`src/led_sink_pkg.sv`:
```
// shared constants and types for the led sink shift/latch/detect block
package led_sink_pkg;

  // ----------------------------------------------------------------
  // sizes
  // ----------------------------------------------------------------
  localparam int CHANNELS = 16;
  localparam int SEQ_LEN  = 5;
  localparam int HIST_W   = 2 * SEQ_LEN;
  localparam int PRE_W    = 6;
  localparam int LOW_W    = 6;

  // ----------------------------------------------------------------
  // timing
  // ----------------------------------------------------------------
  localparam int CLK_PERIOD_NS  = 40;
  localparam int DETECT_LOW_NS  = 2000;
  localparam int DETECT_LOW_CYC = (DETECT_LOW_NS + CLK_PERIOD_NS - 1) / CLK_PERIOD_NS;
  localparam logic [LOW_W-1:0] LOW_CYC  = LOW_W'(DETECT_LOW_CYC);
  localparam logic [LOW_W-1:0] LOW_SAT  = 6'h3f;

  // ----------------------------------------------------------------
  // mode switch patterns, {strobe, blank_n} per serial clock, oldest first
  // ----------------------------------------------------------------
  localparam logic [HIST_W-1:0] ENTRY_PAT_RST = 10'h11d;
  localparam logic [HIST_W-1:0] EXIT_PAT_RST  = 10'h115;
  localparam logic              ERR_LEVEL_RST = 1'b0;

  // ----------------------------------------------------------------
  // types
  // ----------------------------------------------------------------
  typedef enum logic {
    MODE_NORMAL = 1'b0,
    MODE_DETECT = 1'b1
  } mode_t;

  typedef struct packed {
    logic sclk;
    logic sin;
    logic strobe;
    logic blank_n;
  } pins_t;

  typedef struct packed {
    pins_t                 pin_s1;
    pins_t                 pin_s2;
    logic                  clk_d;
    logic                  blank_d;
    logic [CHANNELS-1:0]   led_s1;
    logic [CHANNELS-1:0]   led_s2;
    logic [CHANNELS-1:0]   shift;
    logic [CHANNELS-1:0]   latch;
    logic [CHANNELS-1:0]   sink;
    logic [HIST_W-1:0]     hist;
    logic [LOW_W-1:0]      low_cnt;
    mode_t                 mode;
    logic                  sout;
  } state_t;

  localparam pins_t PINS_RST = '{sclk: 1'b0, sin: 1'b0, strobe: 1'b0, blank_n: 1'b1};

  localparam state_t STATE_RST = '{
    pin_s1: PINS_RST, pin_s2: PINS_RST, clk_d: 1'b0, blank_d: 1'b1,
    led_s1: 16'h0000, led_s2: 16'h0000, shift: 16'h0000,
    latch: 16'h0000, sink: 16'h0000, hist: 10'h000,
    low_cnt: 6'h00, mode: MODE_NORMAL, sout: 1'b0
  };

endpackage

```
`src/led_sink_shift_latch_detect.sv`:
```
// serial shift register, strobe latch, blanking and open/short detect mode
`timescale 1ns/1ps
// Notes on behaviour
// - each rising serial clock edge shifts serial_in into the register, except one coinciding with a status capture
// - sixteen-bit shift register feeds sixteen latches, serial to parallel
// - strobe high passes shift register contents straight into the latches
// - strobe low freezes the latches while shifting carries on
// - blank_n low drives every sink from its latched bit
// - blank_n high turns every sink off whatever the latch holds
// - last shift stage appears on serial_out for cascading
// - sixteen independent sink outputs, one latched bit each
// - a fixed strobe/blank/clock sequence enters detection mode
// - strobe pulses never update latches in or entering detection mode
// - detection mode loads per-channel LED status into the shift register
// - status is read out on serial_out, one bit per clock
// - a second fixed sequence returns to normal mode
module led_sink_shift_latch_detect
  import led_sink_pkg::*;
#(
  parameter logic [HIST_W-1:0] ENTRY_PAT = ENTRY_PAT_RST,
  parameter logic [HIST_W-1:0] EXIT_PAT  = EXIT_PAT_RST,
  parameter logic              ERR_LEVEL = ERR_LEVEL_RST
) (
  // clock and reset
  input  wire logic                mclk,
  input  wire logic                rst,
  // serial link pins from the controller
  input  wire logic                sclk,
  input  wire logic                serial_in,
  input  wire logic                latch_strobe_detect_ctl1,
  input  wire logic                output_blank_n_detect_ctl2,
  // per-channel fault sense from the output stage, high on a fault
  input  wire logic [CHANNELS-1:0] led_fault,
  // outputs
  output logic                     serial_out,
  output logic [CHANNELS-1:0]      sink_outputs,
  output logic                     detect_mode
);

  // ----------------------------------------------------------------
  // state
  // ----------------------------------------------------------------
  state_t               r;
  state_t               next_r;
  pins_t                pins;
  logic                 rise_ev;
  logic                 blank_rise;
  logic                 cap_ev;
  logic                 armed;
  logic                 entry_hit;
  logic                 exit_hit;
  logic [HIST_W-1:0]    hist_new;
  logic [CHANNELS-1:0]  status;

  assign pins = '{
    sclk:    sclk,
    sin:     serial_in,
    strobe:  latch_strobe_detect_ctl1,
    blank_n: output_blank_n_detect_ctl2
  };

  // ----------------------------------------------------------------
  // events
  // ----------------------------------------------------------------
  // edges seen on the second sync stage only; sclk must stay well under mclk/2
  assign rise_ev    = r.pin_s2.sclk & ~r.clk_d;
  assign blank_rise = r.pin_s2.blank_n & ~r.blank_d;
  assign hist_new   = {r.hist[HIST_W-3:0], r.pin_s2.strobe, r.pin_s2.blank_n};
  assign entry_hit  = (r.mode == MODE_NORMAL) && (hist_new == ENTRY_PAT);
  assign exit_hit   = (r.mode == MODE_DETECT) && (hist_new == EXIT_PAT);
  // the first three steps of the entry sequence already hold the latches; the fourth
  // step carries strobe high, so its prefix must hold them until the last step lands
  assign armed      = (r.hist[PRE_W-1:0] == ENTRY_PAT[HIST_W-1:HIST_W-PRE_W]) ||
                      (r.hist[HIST_W-3:0] == ENTRY_PAT[HIST_W-1:2]);
  // sensing needs the sinks lit for a full minimum low time first
  assign cap_ev     = blank_rise && (r.mode == MODE_DETECT) && (r.low_cnt >= LOW_CYC);
  assign status     = ERR_LEVEL ? r.led_s2 : ~r.led_s2;

  // ----------------------------------------------------------------
  // next state
  // ----------------------------------------------------------------
  always_comb begin
    next_r        = r;
    next_r.pin_s1 = pins;
    next_r.pin_s2 = r.pin_s1;
    next_r.led_s1 = led_fault;
    next_r.led_s2 = r.led_s1;
    next_r.clk_d  = r.pin_s2.sclk;
    next_r.blank_d = r.pin_s2.blank_n;

    if (r.pin_s2.blank_n) begin
      next_r.low_cnt = '0;
    end else if (r.low_cnt != LOW_SAT) begin
      next_r.low_cnt = r.low_cnt + 6'h01;
    end

    // capture wins over a coincident shift so status is never half lost
    if (cap_ev) begin
      next_r.shift = status;
    end else if (rise_ev) begin
      next_r.shift = {r.shift[CHANNELS-2:0], r.pin_s2.sin};
    end

    if (rise_ev) begin
      next_r.hist = hist_new;
      if (entry_hit) begin
        next_r.mode = MODE_DETECT;
      end else if (exit_hit) begin
        next_r.mode = MODE_NORMAL;
      end
    end

    // transparent while high, frozen while low, in detect mode or while armed
    if (r.pin_s2.strobe && (r.mode == MODE_NORMAL) && !armed) begin
      next_r.latch = r.shift;
    end

    next_r.sink = r.pin_s2.blank_n ? '0 : r.latch;
    next_r.sout = r.shift[CHANNELS-1];
  end

  always_ff @(posedge mclk or posedge rst) begin
    if (rst) begin
      r <= STATE_RST;
    end else begin
      r <= next_r;
    end
  end

  assign serial_out   = r.sout;
  assign sink_outputs = r.sink;
  assign detect_mode  = r.mode;
endmodule // led_sink_shift_latch_detect
```
`config.mk`:
```
export PLATFORM = sky130hd
export DESIGN_NAME = led_sink_shift_latch_detect
export DESIGN_NICKNAME = d
export VERILOG_FILES = /design/src/led_sink_pkg.sv /design/src/led_sink_shift_latch_detect.sv
export SDC_FILE = /design/constraint.sdc
export NUM_CORES = 1
export LEC_CHECK = 0
export ABC_AREA = 1
export BUFFER_PORTS_ARGS = -buffer_cell sky130_fd_sc_hd__buf_2
export CAP_MARGIN = 20
export CELL_PAD_IN_SITES_DETAIL_PLACEMENT = 0
export CELL_PAD_IN_SITES_GLOBAL_PLACEMENT = 2
export CORE_MARGIN = 8
export CORE_UTILIZATION = 40
export DETAILED_ROUTE_END_ITERATION = 10
export PLACE_DENSITY_LB_ADDON = 0.15
export SYNTH_ARGS = -nofsm -noshare
export SYNTH_HDL_FRONTEND = slang
export SYNTH_SLANG_ARGS = --single-unit
export TNS_END_PERCENT = 100
```
`constraint.sdc`:
```
create_clock -name mclk -period 5.6 [get_ports mclk]
set_input_delay 0.56 -clock mclk [delete_from_list [all_inputs] [get_ports mclk]]
set_output_delay 0.56 -clock mclk [all_outputs]
set_load 0.01 [all_outputs]
```
Word-level counts from Yosys, hierarchy flattened

Cells that the tools add are included.
W data, S select, Z words.

Add/sub/neg operators: 1
Multipliers: 0
Divide/modulo/power cells: 0
Magnitude comparators: 1
Eq/ne operators: 5
Shift-type cells: 0
Mux-type cells: 7
Bitwise operators: 6
Reduce and logical (&&, ||, !) cells: 12

Operators with widths:

| cell                  | count |
|---|---|
| $mux W16              | 3 |
| $eq A10 B9 Y1 const B | 2 |
| $not A16 Y16          | 1 |
| $mux W6               | 2 |
| $eq A8 B7 Y1 const B  | 1 |
| $add A6 B1 Y6 const B | 1 |
| $eq A6 B5 Y1 const B  | 1 |
| $ge A6 B6 Y1 const B  | 1 |
| $logic_and A1 B1 Y1   | 6 |
| $ne A6 B6 Y1 const B  | 1 |
| $reduce_bool A2 Y1    | 3 |
| $not A1 Y1            | 3 |
| $and A1 B1 Y1         | 2 |
| $mux W1               | 2 |
| $reduce_and A2 Y1     | 1 |
| $logic_not A1 Y1      | 1 |
| $logic_or A1 B1 Y1    | 1 |

Bits in registers: 106
Bits in latches: 0
RAM bits: 0
ROM bits: 0
Input bits: 22
Output and inout bits: 18
Word-level logic and storage cells: 51
Memories: 0

Logic depth before layout (Yosys ltp)

Gate-level depths: netlist of run 1.

Depth in word-level cells: 5
Depth in mapped cells: 9
Mapped depth without buffers: 8

Worst setup path before layout of run 1

OpenSTA, ideal clock, no wires.

Path kind: flip-flop to flip-flop
From: reg r[2] in the netlist's numbering
To: reg r[54] in the netlist's numbering
Setup time: 0.117 ns
Data arrival time: 1.160 ns
Required time: 5.483 ns
Slack: 4.323 ns
Stages on the path, launching flop included: 10
Path buffers: 1
Clock period less this slack: 1.277 ns
Path through: dfrtp_1 inv_1 ha_1 nor2_1 nand2_2 nand2_4 buf_6 nand2_1 nand2_1 nand2_1

Word-level cells in the longest chain between the ends: 3
Elaborated cells on any way between the ends: 4
Those cells by class: order compare (1); mux (1); reduce/logical (2)

Ends and longest elaborated chain:

| what                                           | line                               | source |
|---|---|---|
| start: declaration                             | led_sink_shift_latch_detect.sv:43  | `state_t r;` |
| start signal: assignment                       | led_sink_shift_latch_detect.sv:126 | `r <= next_r;` |
| $ge A6 B6 Y1 *                                 | led_sink_shift_latch_detect.sv:76  | `assign cap_ev = blank_rise && (r.mode == MODE_DETECT) && (r.low_cnt >= LOW_CYC);` |
| $logic_and A1 B1 Y1 *                          | led_sink_shift_latch_detect.sv:76  |  |
| $mux W16 or $reduce_bool A2 Y1 (tied branches) | --                                 |  |

Mark *: on every way between the ends. The rest lies on a longest branch, timed or not.
A chain may end at the register's enable or synchronous reset.

Worst setup path in the final report of run 1

From: reg r (netlist bit next_r[99])
To: reg r[64] in the netlist's numbering

Word-level cells in the longest chain between the ends: 2

Ends and longest elaborated chain:

| what                         | line                              | source |
|---|---|---|
| $and A1 B1 Y1                | led_sink_shift_latch_detect.sv:66 | `assign rise_ev = r.pin_s2.sclk & ~r.clk_d;` |
| $reduce_bool A2 Y1 (no line) | --                                |  |

Every way passes these cells.

==> metrics.md, run 1 <==
| Metric | Value |
|---|---|
| Outcome | `completed` |
| Cells after Synth | `between 300 and 400` |
| DPL Wire Length | `about 4600 um` |
| Hold_buf cts | `0` |
| EDFF count, synth | `0` |
| Final Hold Vio Count | `0` |
| Clk pwr share | `roughly 30%` |
| Area occupied by multi-input gates | `between 1000 and 1500 sq um` |
| Diodes inserted | `0` |
| First DRT Iteration DRCs | `112` |
| Area leader, netlist | `dfrtp_1` |
| Post-Route Skew | `approximately 0.018 ns` |
| Via count | `between 2000 and 2500` |
| Switching Share | `between 20% and 30%` |
| CTS resizes | `0` |
| Final WL | `just under 7000 um` |
| Die ar. | `~14000 sq um` |
| Vias in the first global route | `between 2000 and 2500` |
| Initial Utilization | `roughly 40%` |
| Sw power | `roughly 400 uW` |
| Ports | `40` |
| Vias/cell | `about 4.3` |
| Pre-CTS setup slack | `roughly 3.7 ns` |
| Final Slew Violations | `0` |
| Slew headroom | `33.4%` |
| Family with the most delay on the worst path | `simple AND/OR/NAND/NOR gates` |
| Crit path launch type | `flip-flop` |
| Layout cells sized above 1 | `between 10% and 20%` |
| Max incr delay on CP | `0.73 ns` |
| Chip height | `117 um` |
| Total track usage | `a little under an eighth` |
| Top-count cell post-synth | `nand2_1` |
| Root Buffer | `clkbuf_8` |
| Final worst slack | `3.70 ns` |
| Internal power | `1090 uW` |
| CTS tree | `done` |
| Max VDD drop | `about 0.15 mV` |
| H-tree Lvls | `3` |
| Die width | `between 100 and 150 um` |
| # Post-CTS Setup Buffers | `0` |
| Num Clock Sinks | `between 100 and 150` |
| Initial antenna violation count | `0` |
| RSZ-0062 raised after global routing | `false` |
| Syn_nets | `420` |
| Ys flop type | `dfrtp_1` |
| Leakage | `about 0.0024 uW` |
| Syn-to-layout area delta | `8.83%` |
| Final worst path period need | `1.90 ns` |
| I/O Buffers | `39` |
| Grt ovf | `0` |
| Critical Path Sink Type | `flip-flop` |
| PwrDens | `between 300 and 400 nW/um^2` |
| Hold Crit Class | `in2async` |
| Synth warnings | `0` |
| Synth top area share | `~63%` |
| Most instantiated cells after synthesis | `nand2_1 (107), dfrtp_1 (103), nand3_1 (37)` |
| Remaining DRCs | `0` |
| Register bit total from synthesis | `approximately 110` |
| Antenna Nets Post-Route | `0` |
| FF+latch area | `2660 sq um` |
| Final setup vio count | `0` |
| Critical path class | `reg2reg` |
| Cell mode on critical path | `nand2_1` |
| Worst skew pair latency | `around 0.36 ns` |
| Yosys cell types | `26` |
| WP buf/inv | `1` |
| Slew @ Worst Pin | `0.996 ns` |
| Pre-antenna DRT Iters | `4` |
| Most area-consuming cells after synthesis | `dfrtp_1 (63%), nand2_1 (9.8%), nand3_1 (4.5%), buf_4 (3.1%), inv_1 (2.7%)` |
| Register area share after synthesis | `64.9%` |
| GP Congestion | `between 0.7 and 0.8` |
| F_max | `~0.53 GHz` |
| TNS Setup | `0 ns` |
| Tcrit/Tclk final | `34.0%` |
| Clk slew on worst S/H paths | `around 0.1 ns` |
| Seq pwr share | `around three fifths` |
| Fill cell count | `994` |
| Largest net degree at the start of global routing | `86` |
| Nets | `around 440` |
| Post-Syn Area | `approximately 4100 sq um` |
| Cts bufs inserted | `9` |
| Avg Cell Area, Syn | `between 10 and 15 sq um` |
| CORE AREA | `approximately 10000 sq um` |
| MaxCap Viol Count | `0` |
| CP max stage cell | `nand2_1` |
| Worst path cell trace | `nand2_1 -> inv_2 -> nand2_1 -> nand2_1 -> nand2_1 -> nand2_1` |
| Critical Path Fanout Max | `31` |
| Req. time, crit path | `about 6 ns` |
| First-pass GRT wire length | `approximately 12000 um` |
| Comb power frac | `about a tenth` |
| WL per Instance | `12.3 um` |
| Bufs on Longest Clock Path | `2` |
| Worst EP arrival | `between 2 and 2.5 ns` |
| Async S/R FF share, synth | `100%` |
| Rows | `37` |
==> final timing paths <==
kind,slack (ns),to,start,depth (start not counted)
min,0.13,next_r[103],rst,2
min in group mclk,0.28,next_r[100],output_blank_n_detect_ctl2,1
max in group asynchronous,4.41,r[45],rst,4
max,3.70,r[64],next_r[99],6
max reg2reg,3.70,r[64],next_r[99],6
min reg2reg,0.35,r[79],next_r[79],0
==> logic make-up after synthesis <==
group | after synthesis | share of synthesized area, %
compound gates | 14 | 1.83
flops | 106 | 64.9
xor+xnor | 3 | 0.642
simple gates | 208 | 23.5
fa+ha+maj | 2 | 0.611
buf+inv | 63 | 8.55
==> metal layers <==
layer	global-route usage, %	wire length [um]	part of all wire [%]	up-vias
met4	5.63	127	1.8	0
met1	16.9	3740	54	1075
met5	0	0	0	-
met2	14.9	2720	39	43
li1	-	-	-	1271
met3	2.77	292	4.2	11
==> sequential cells by signal, summed over array words and instances (netlist names) <==
signal and flops:
r 56, next_r 22, sink_outputs 16, hist_new 10, detect_mode 1, serial_out 1
==> placed cells by master (no fill, tap or decap), drive strengths merged, types with 2 or more instances in the layout <==
cell    netlist  layout
xor2          3       3
dfrtp       103     103
clkbuf        1      12
nor2         30      30
dfstp         3       3
ha            2       2
nand4        17      17
nand3        40      40
inv          32      34
buf          30      41
nand2       121     121
o21ai        11      11
==> through the flow <==
stage / total power (uW) / std cells / hold WS [ns] / cell area (sq um) / util (%)
CTS: 1520 / 557 / 0.128 / 4430 / 43.7
global route: 1580 / 558 / 0.127 / 4460 / 44.0
finish: 1490 / 558 / 0.132 / 4460 / 44.0
floorplan: 1030 / 396 / 0.331 / 4100 / -
detailed placement: 1070 / 541 / 0.335 / 4240 / 41.8
global placement: 1060 / 541 / 0.333 / 4240 / 41.8
==> power by group through the flow <==
stage / Sequential (uW) / Combinational (uW) / Clock [uW]
floorplan: 897 / 131 / 0
global route: 908 / 179 / 496
CTS: 897 / 155 / 463
detailed placement: 913 / 154 / 0
global placement: 912 / 152 / 0
finish: 897 / 152 / 446
==> final cells by class <==
cell class	count	share of cell area [%]
well taps	136	3.82
repair buffers	41	5.17
flip-flops and latches	106	59.6
multi-input cells	227	24.4
inverters	32	2.75
clock buffers	12	3.48
clock inverters	4	0.758
No activity file was read; power rests on OpenSTA's default activity.
==> run 2: changes to the inputs <==
--- a/config.mk
+++ b/config.mk
@@ -5,13 +5,13 @@
 export SDC_FILE = /design/constraint.sdc
 export NUM_CORES = 1
 export LEC_CHECK = 0
-export ABC_AREA = 1
+export ABC_AREA = 0
 export BUFFER_PORTS_ARGS = -buffer_cell sky130_fd_sc_hd__buf_2
 export CAP_MARGIN = 20
 export CELL_PAD_IN_SITES_DETAIL_PLACEMENT = 0
 export CELL_PAD_IN_SITES_GLOBAL_PLACEMENT = 2
 export CORE_MARGIN = 8
-export CORE_UTILIZATION = 40
+export CORE_UTILIZATION = 37
 export DETAILED_ROUTE_END_ITERATION = 10
 export PLACE_DENSITY_LB_ADDON = 0.15
 export SYNTH_ARGS = -nofsm -noshare
==> constraint.sdc (replaced) <==
create_clock -name mclk -period 1.6 [get_ports mclk]
set_input_delay 0.16 -clock mclk [delete_from_list [all_inputs] [get_ports mclk]]
set_output_delay 0.16 -clock mclk [all_outputs]
set_load 0.01 [all_outputs]
==> run 2 against run 1 <==
  * Clock skew decreased by 0.0083 ns
  * Power increased to 4.2 times the previous value
  * Core utilization increased by 2.5 points
  * Non-clock buffer count increased by 31
  * Register-to-register slack got worse by 3.7 ns
  * Maximum frequency increased by 19%
  * First-iteration DRC count decreased by 51%
  * Setup slack got worse by 3.7 ns
  * Sequential share of layout area decreased by 3.2 points
  * Area after synthesis decreased by 7.1%
  * Wire length decreased by 15%
  * Count of clock-buffer cells in the layout decreased by 2
  * Critical endpoint is now r[50]
  * Largest power group unchanged
==> metrics.md, run 2 <==
| Metric | Value |
|---|---|
| Outcome | `completed` |
| Critical Path Fanout Max | `8 (-74%)` |
| Leakage | `0.00220 uW (-6.6%)` |
| Biggest register | `r` |
| Register area share after synthesis | `69.8% (+5.0 points)` |
| Pre-antenna DRT Iters | `4 (unchanged)` |
| Reg2Reg Depth | `6 (unchanged)` |
| Slew @ Worst Pin | `0.402 ns (-0.594 ns)` |
| Ports | `40 (unchanged)` |
| Die ar. | `13800 sq um (+0.36%)` |
| Final Hold Vio Count | `0 (unchanged)` |
| H-tree Lvls | `3 (unchanged)` |
| PwrDens | `1330 nW/um^2 (+300%)` |
| Max reg flops | `56 (unchanged)` |
| Register bit total from synthesis | `106 (unchanged)` |
| Yosys cell types | `29 (+12%)` |
| TNS Setup | `0 ns (unchanged)` |
| Final setup vio count | `0 (unchanged)` |
| Pre-CTS setup slack | `0.0321 ns (-3.62 ns)` |
| Synth top area share | `67.8% (+4.8 points)` |
| Root Buffer | `clkbuf_8` |
| Max incr delay on CP | `0.43 ns (-0.30 ns)` |
| RSZ-0062 raised after global routing | `true` |
| EDFF count, synth | `0 (unchanged)` |
| Cells after Synth | `254 (-36%)` |
| Largest net degree at the start of global routing | `54 (-37%)` |
| Num Clock Sinks | `106 (unchanged)` |
| Final Slew Violations | `0 (unchanged)` |
| Diodes inserted | `0 (unchanged)` |
| First DRT Iteration DRCs | `55 (-51%)` |
| Grt ovf | `0 (unchanged)` |
| Via count | `1895 (-21%)` |
| Bufs on Longest Clock Path | `2 (unchanged)` |
| CTS tree | `done` |
| Final WL | `5870 um (-15%)` |
| First-pass GRT wire length | `10000 um (-16%)` |
| Final worst slack | `0.00405 ns (-3.69 ns)` |
| Post-route non-filler standard cell count | `453 (-19%)` |
| Final worst path period need | `1.60 ns (-0.306 ns)` |
| Syn-to-layout area delta | `23.9%` |
| Slew headroom | `73.1% (+40 points)` |
| Vias in the first global route | `1988 (-18%)` |
| MaxCap Viol Count | `0 (unchanged)` |
| Synth warnings | `0 (unchanged)` |
| Area leader, netlist | `dfrtp_1` |
| Clk slew on worst S/H paths | `0.10 ns (about the same)` |
| Vias/cell | `4.18 (-2.7%)` |
| Antenna Nets Post-Route | `0 (unchanged)` |
| Min Hold Slack | `0.341 ns (+0.209 ns)` |
| Layout cells sized above 1 | `44.2% (+24 points)` |
| Tcrit/Tclk final | `99.7% (+66 points)` |
| Post-Route Skew | `0.00989 ns (-0.00833 ns)` |
| Most area-consuming cells after synthesis | `dfrtp_1 (68%), mux2_2 (9.2%), mux2_4 (3.9%), buf_4 (3.2%), nor2b_1 (2.6%)` |
| CP startpoint | `r[3]` |
| Critical path class | `reg2reg` |
| Cts bufs inserted | `9 (unchanged)` |
| Worst path cell trace | `ha_2 -> or4_4 -> nand3_4 -> clkbuf_16 -> nand2_2 -> o21ai_1` |
| I/O Buffers | `39 (unchanged)` |
| Most instantiated cells after synthesis | `dfrtp_1 (103), mux2_2 (31), nand2_1 (17), o21ai_0 (17)` |
| Die width | `117 um (+0.18%)` |
| Remaining DRCs | `0 (unchanged)` |
| Total track usage | `8.93% (-2.5 points)` |
| Req. time, crit path | `1.87 ns (-3.98 ns)` |
| Nets | `336 (-24%)` |
| Worst r2r dst | `r[50]` |
| Async S/R FF share, synth | `100% (unchanged)` |
| Hold Crit Class | `in2async` |
| RR Startpoint | `r[3]` |
| Initial antenna violation count | `0 (unchanged)` |
| Chip height | `117 um (+0.18%)` |
| Max VDD drop | `0.450 mV (+200%)` |
| CP max stage cell | `dfrtp_1` |
| Flop2flop setup slack | `0.004 ns (-3.69 ns)` |
| Top-count cell post-synth | `dfrtp_1` |
| Ys flop type | `dfrtp_1` |
| Initial Utilization | `37.5% (-2.9 points)` |
| Post-Syn Area | `3800 sq um (-7.1%)` |
| # Post-CTS Setup Buffers | `0 (unchanged)` |
| Worst EP arrival | `1.87 ns (-0.28 ns)` |
| Most frequent cells in the layout | `dfrtp_1 (103), buf_2 (39), mux2_2 (28)` |
| WL per Instance | `13.0 um (+5.1%)` |
| # placed instances | `413 (-24%)` |
| Critical Path Sink Type | `flip-flop` |
| Syn_nets | `278 (-34%)` |
| GP Congestion | `0.686 (-3.6%)` |
| Rows | `37 (unchanged)` |
| Crit path launch type | `flip-flop` |
| CORE AREA | `10100 sq um (unchanged)` |
| F_max | `0.627 GHz (+19%)` |
| DPL Wire Length | `3720 um (-18%)` |
| Commonest non-fill, non-tap cell in the layout | `dfrtp_1` |
| Avg Cell Area, Syn | `15.0 sq um (+45%)` |
| Worst skew pair latency | `0.35 ns (about the same)` |
run 2: cell types whose count changed in the layout (fill, tap and decap cells not counted), moves of 5 or more:
| cell | previous run | this run |
|---|---|---|
| nand2_1 | 107 | 4 |
| nand3_1 | 37 | 2 |
| inv_1 | 29 | 1 |
| mux2_2 | 0 | 28 |
| dlygate4sd3_1 | 0 | 21 |
| nor2_1 | 25 | 5 |
| nand4_1 | 17 | 0 |
| nor2b_1 | 0 | 16 |
| mux2_4 | 0 | 13 |
| o21ai_0 | 10 | 1 |
| o21ai_2 | 0 | 8 |
| o21ai_1 | 1 | 8 |
| buf_12 | 0 | 5 |
run 2: power by group:
part	total [uW]	internal (uW)	switching [uW]
Combinational	1270	804	468
Sequential	3530	3230	299
Clock	1490	609	877
run 2: per-layer routing:
| layer | global-route usage [%] | up-vias | share of wire (%) |
|---|---|---|---|
| met2 | 11.7 | 37 | 43 |
| met4 | 4.87 | 0 | 0.46 |
| li1 | - | 949 | - |
| met5 | 0 | - | 0 |
| met1 | 12.6 | 903 | 51 |
| met3 | 2.97 | 6 | 5.2 |
run 2: cell families after synthesis:
| family | after synthesis | share of synthesized area (%) |
|---|---|---|
| flip-flops | 106 | 69.8 |
| adder cells (fa/ha/maj) | 2 | 0.658 |
| AND/OR/NAND/NOR | 51 | 7.24 |
| buffers and inverters | 27 | 4.64 |
| multiplexers | 41 | 13.1 |
| XOR/XNOR | 4 | 0.921 |
| AO/OA/AOI/OAI | 23 | 3.59 |
run 2: worst max path at each step:
stage	end	slack, ns	depth (start not counted)
after floorplan	r[35]	0.008	5
after global placement	r[3]	0.02	6
after detailed placement	r[47]	0.03	5
after CTS	r[47]	0.01	5
after global routing	r[34]	-0.07	5
final	r[50]	0.004	6
run 2: through the flow:
step / instance area, sq um / total power [uW] / util [%]
floorplan: 3810 / 4440 / -
detailed placement: 4130 / 4680 / 40.8
finish: 4710 / 6290 / 46.5
CTS: 4520 / 6210 / 44.6
global placement: 4130 / 4650 / 40.8
global route: 4710 / 6710 / 46.5
run 2: what timing repair did:
item                       4_1_cts  5_1_grt
resized for setup                0       51
setup endpoints to repair        0       35
hold endpoints to repair        36        0
hold buffers                    21        0
run 2: area by class of cell:
class / instances / area [sq um]
Clock inverter: 6 / 41.3
Timing Repair Buffer: 72 / 601
Fill cell: 899 / 5430
Clock buffer: 10 / 138
Tap cell: 136 / 170
Multi-Input combinational cell: 121 / 1090
Inverter: 2 / 11.3
Sequential cell: 106 / 2660
run 2: critical path, delay by kind of cell (launching register included):
| family | cells | cell delay (ns) |
|---|---|---|
| AOI/OAI and AO/OA | 1 | 0.06 |
| adders and majority gates | 1 | 0.19 |
| buffers and inverters | 1 | 0.20 |
| DFF | 1 | 0.43 |
| and+or+nand+nor | 3 | 0.63 |
==> run 3: changes to the inputs <==
--- a/config.mk
+++ b/config.mk
@@ -5,13 +5,13 @@
 export SDC_FILE = /design/constraint.sdc
 export NUM_CORES = 1
 export LEC_CHECK = 0
-export ABC_AREA = 0
 export BUFFER_PORTS_ARGS = -buffer_cell sky130_fd_sc_hd__buf_2
 export CAP_MARGIN = 20
 export CELL_PAD_IN_SITES_DETAIL_PLACEMENT = 0
-export CELL_PAD_IN_SITES_GLOBAL_PLACEMENT = 2
+export CELL_PAD_IN_SITES_GLOBAL_PLACEMENT = 1
 export CORE_MARGIN = 8
-export CORE_UTILIZATION = 37
+export CORE_UTILIZATION = 40
+export CTS_CLUSTER_SIZE = 12
 export DETAILED_ROUTE_END_ITERATION = 10
 export PLACE_DENSITY_LB_ADDON = 0.15
 export SYNTH_ARGS = -nofsm -noshare
==> run 3 against run 2 <==
  * Critical endpoint is now r[34]
  * Register-to-register slack hardly changed
  * Wire length is 4.6% lower
  * Clock power is 15% higher
  * Non-clock buffer count is 2 lower
  * Count of clock-buffer cells in the layout is 3 higher
  * Power is 1.1% higher
==> metrics.md, run 3 (synthesized netlist as in run 2, its figures left out) <==
| Metric | Value |
|---|---|
| Outcome | `completed` |
| Bufs on Longest Clock Path | `2 (unchanged)` |
| Final worst slack | `0.0172 ns (+0.0132 ns)` |
| Largest net degree at the start of global routing | `66 (+22%)` |
| Crit path launch type | `flip-flop` |
| Most frequent cells in the layout | `dfrtp_1 (103), buf_2 (39), mux2_2 (31)` |
| Vias/cell | `4.22 (+0.90%)` |
| Max reg flops | `56 (unchanged)` |
| Tcrit/Tclk final | `98.9% (-0.82 points)` |
| GP Congestion | `0.704 (+2.6%)` |
| Die ar. | `12900 sq um (-6.5%)` |
| Layout cells sized above 1 | `36.5% (-7.7 points)` |
| Root Buffer | `clkbuf_8` |
| RR Startpoint | `hist_new[9]` |
| RSZ-0062 raised after global routing | `true` |
| Max VDD drop | `0.553 mV (+23%)` |
| Final setup vio count | `0 (unchanged)` |
| Critical Path Sink Type | `flip-flop` |
| Worst EP arrival | `1.81 ns (-0.06 ns)` |
| WL per Instance | `12.6 um (-2.6%)` |
| Hold wc startpoint | `next_r[75]` |
| Pre-antenna DRT Iters | `4 (unchanged)` |
| Total Power | `6350 uW (+1.1%)` |
| F_max | `0.632 GHz (+0.83%)` |
| Initial antenna violation count | `0 (unchanged)` |
| Worst skew pair latency | `0.35 ns (about the same)` |
| Final WL | `5600 um (-4.6%)` |
| Worst path cell trace | `and4bb_1 -> a22oi_2 -> o21ai_4 -> buf_12 -> mux2_2` |
| Chip height | `114 um (-3.3%)` |
| Critical Path Fanout Max | `16 (+8)` |
| Antenna Nets Post-Route | `0 (unchanged)` |
| Num Clock Sinks | `106 (unchanged)` |
| Internal power | `4790 uW (+3.3%)` |
| H-tree Lvls | `3 (unchanged)` |
| Req. time, crit path | `1.83 ns (-0.04 ns)` |
| Hold Crit Class | `reg2reg` |
| Clk slew on worst S/H paths | `0.09 ns (about the same)` |
| Clk pwr share | `26.9% (+3.3 points)` |
| Biggest register | `r` |
| Total track usage | `9.41% (+0.48 points)` |
| Comb power frac | `17.5% (-2.7 points)` |
| DPL Wire Length | `3580 um (-3.9%)` |
| Final worst path period need | `1.58 ns (-0.0132 ns)` |
| Vias in the first global route | `1919 (-3.5%)` |
| Remaining DRCs | `0 (unchanged)` |
| Sw power | `1560 uW (-5.3%)` |
| Leakage | `0.00217 uW (-1.1%)` |
| MaxCap Viol Count | `0 (unchanged)` |
| Max incr delay on CP | `0.38 ns (-0.05 ns)` |
| Rows | `35 (-5.4%)` |
| Ports | `40 (unchanged)` |
| Via count | `1874 (-1.1%)` |
| Seq pwr share | `55.6% (-0.5 points)` |
| PwrDens | `1380 nW/um^2 (+3.4%)` |
| Final Hold Vio Count | `0 (unchanged)` |
| Slew @ Worst Pin | `0.338 ns (-0.0641 ns)` |
| Nets | `334 (-0.60%)` |
| Commonest non-fill, non-tap cell in the layout | `dfrtp_1` |
| Slew headroom | `77.4% (+4.3 points)` |
| I/O Buffers | `39 (unchanged)` |
| Grt ovf | `0 (unchanged)` |
| CORE AREA | `9240 sq um (-8.9%)` |
| Post-Route Skew | `0.0130 ns (+0.00306 ns)` |
| Final Slew Violations | `0 (unchanged)` |
| Initial Utilization | `41.2% (+3.6 points)` |
| Switching Share | `24.5% (-1.6 points)` |
| CTS tree | `done` |
| First-pass GRT wire length | `9680 um (-3.4%)` |
| CP startpoint | `hist_new[9]` |
| First DRT Iteration DRCs | `40 (-27%)` |
| Syn-to-layout area delta | `21.0%` |
| Critical path class | `reg2reg` |
| Diodes inserted | `0 (unchanged)` |
| Cts bufs inserted | `9 (unchanged)` |
| Pre-CTS setup slack | `0.0289 ns (-0.00320 ns)` |
| Die width | `114 um (-3.3%)` |
| CP max stage cell | `dfrtp_1` |
==> run 3: final cells by class <==
class                   count  area (sq um)
fillers                   807          4640
flip-flops and latches    106          2660
multi-input cells         121           998
repair buffers             70           561
clock buffers              13           169
well taps                 129           161
clock inverters             3          46.3
inverters                   2          11.3
==> run 3: worst paths after layout <==
kind                               end  slack [ns]  cells past startpoint
hold reg to reg                  r[75]        0.35                      0
max in group asynchronous        r[98]        0.80                      4
setup / recovery                 r[34]        0.02                      5
hold / removal                   r[75]        0.35                      0
setup reg to reg                 r[34]        0.02                      5
min in group asynchronous  next_r[101]        0.42                      4
==> run 3: layer usage <==
layer | vias to the layer above | global-route usage, % | share of wire, %
met5 | - | 0 | 0
met4 | 0 | 3.73 | 0.68
met3 | 2 | 3.96 | 5.1
met2 | 37 | 12.0 | 41
met1 | 892 | 13.5 | 53
li1 | 943 | - | -
==> run 3: power groups by stage <==
stage / clock network, uW / registers, uW / logic (uW)
after global placement: 0 / 3580 / 1070
after detailed placement: 0 / 3590 / 1080
final: 1710 / 3530 / 1110
after floorplan: 0 / 3480 / 956
after CTS: 1760 / 3530 / 1130
after global routing: 1910 / 3610 / 1250
==> run 3: what timing repair did <==
action                     CTS  global route
setup endpoints to repair    0            19
hold endpoints to repair   123             0
hold buffers                21             0
setup buffers                0             0
gates resized for setup      0             5
==> run 3: critical path, delay by kind of cell, from the launching register on <==
family	cells	cell delay, ns
DFF	1	0.38
muxes	1	0.34
and+or+nand+nor	1	0.30
AOI/OAI and AO/OA	2	0.25
buffers and inverters	1	0.18
==> run 3: per-stage QoR <==
stage          TNS, ns  util, %  hold WS (ns)  instances  instance area [sq um]
6_report             0     49.8         0.352        444                   4600
5_1_grt         -0.170     49.8         0.363        444                   4600
4_1_cts              0     49.2         0.354        443                   4550
3_5_place_dp         0     44.6         0.263        406                   4130
3_3_place_gp         0     44.6         0.260        406                   4130
2_1_floorplan        0        -         0.164        254                   3810
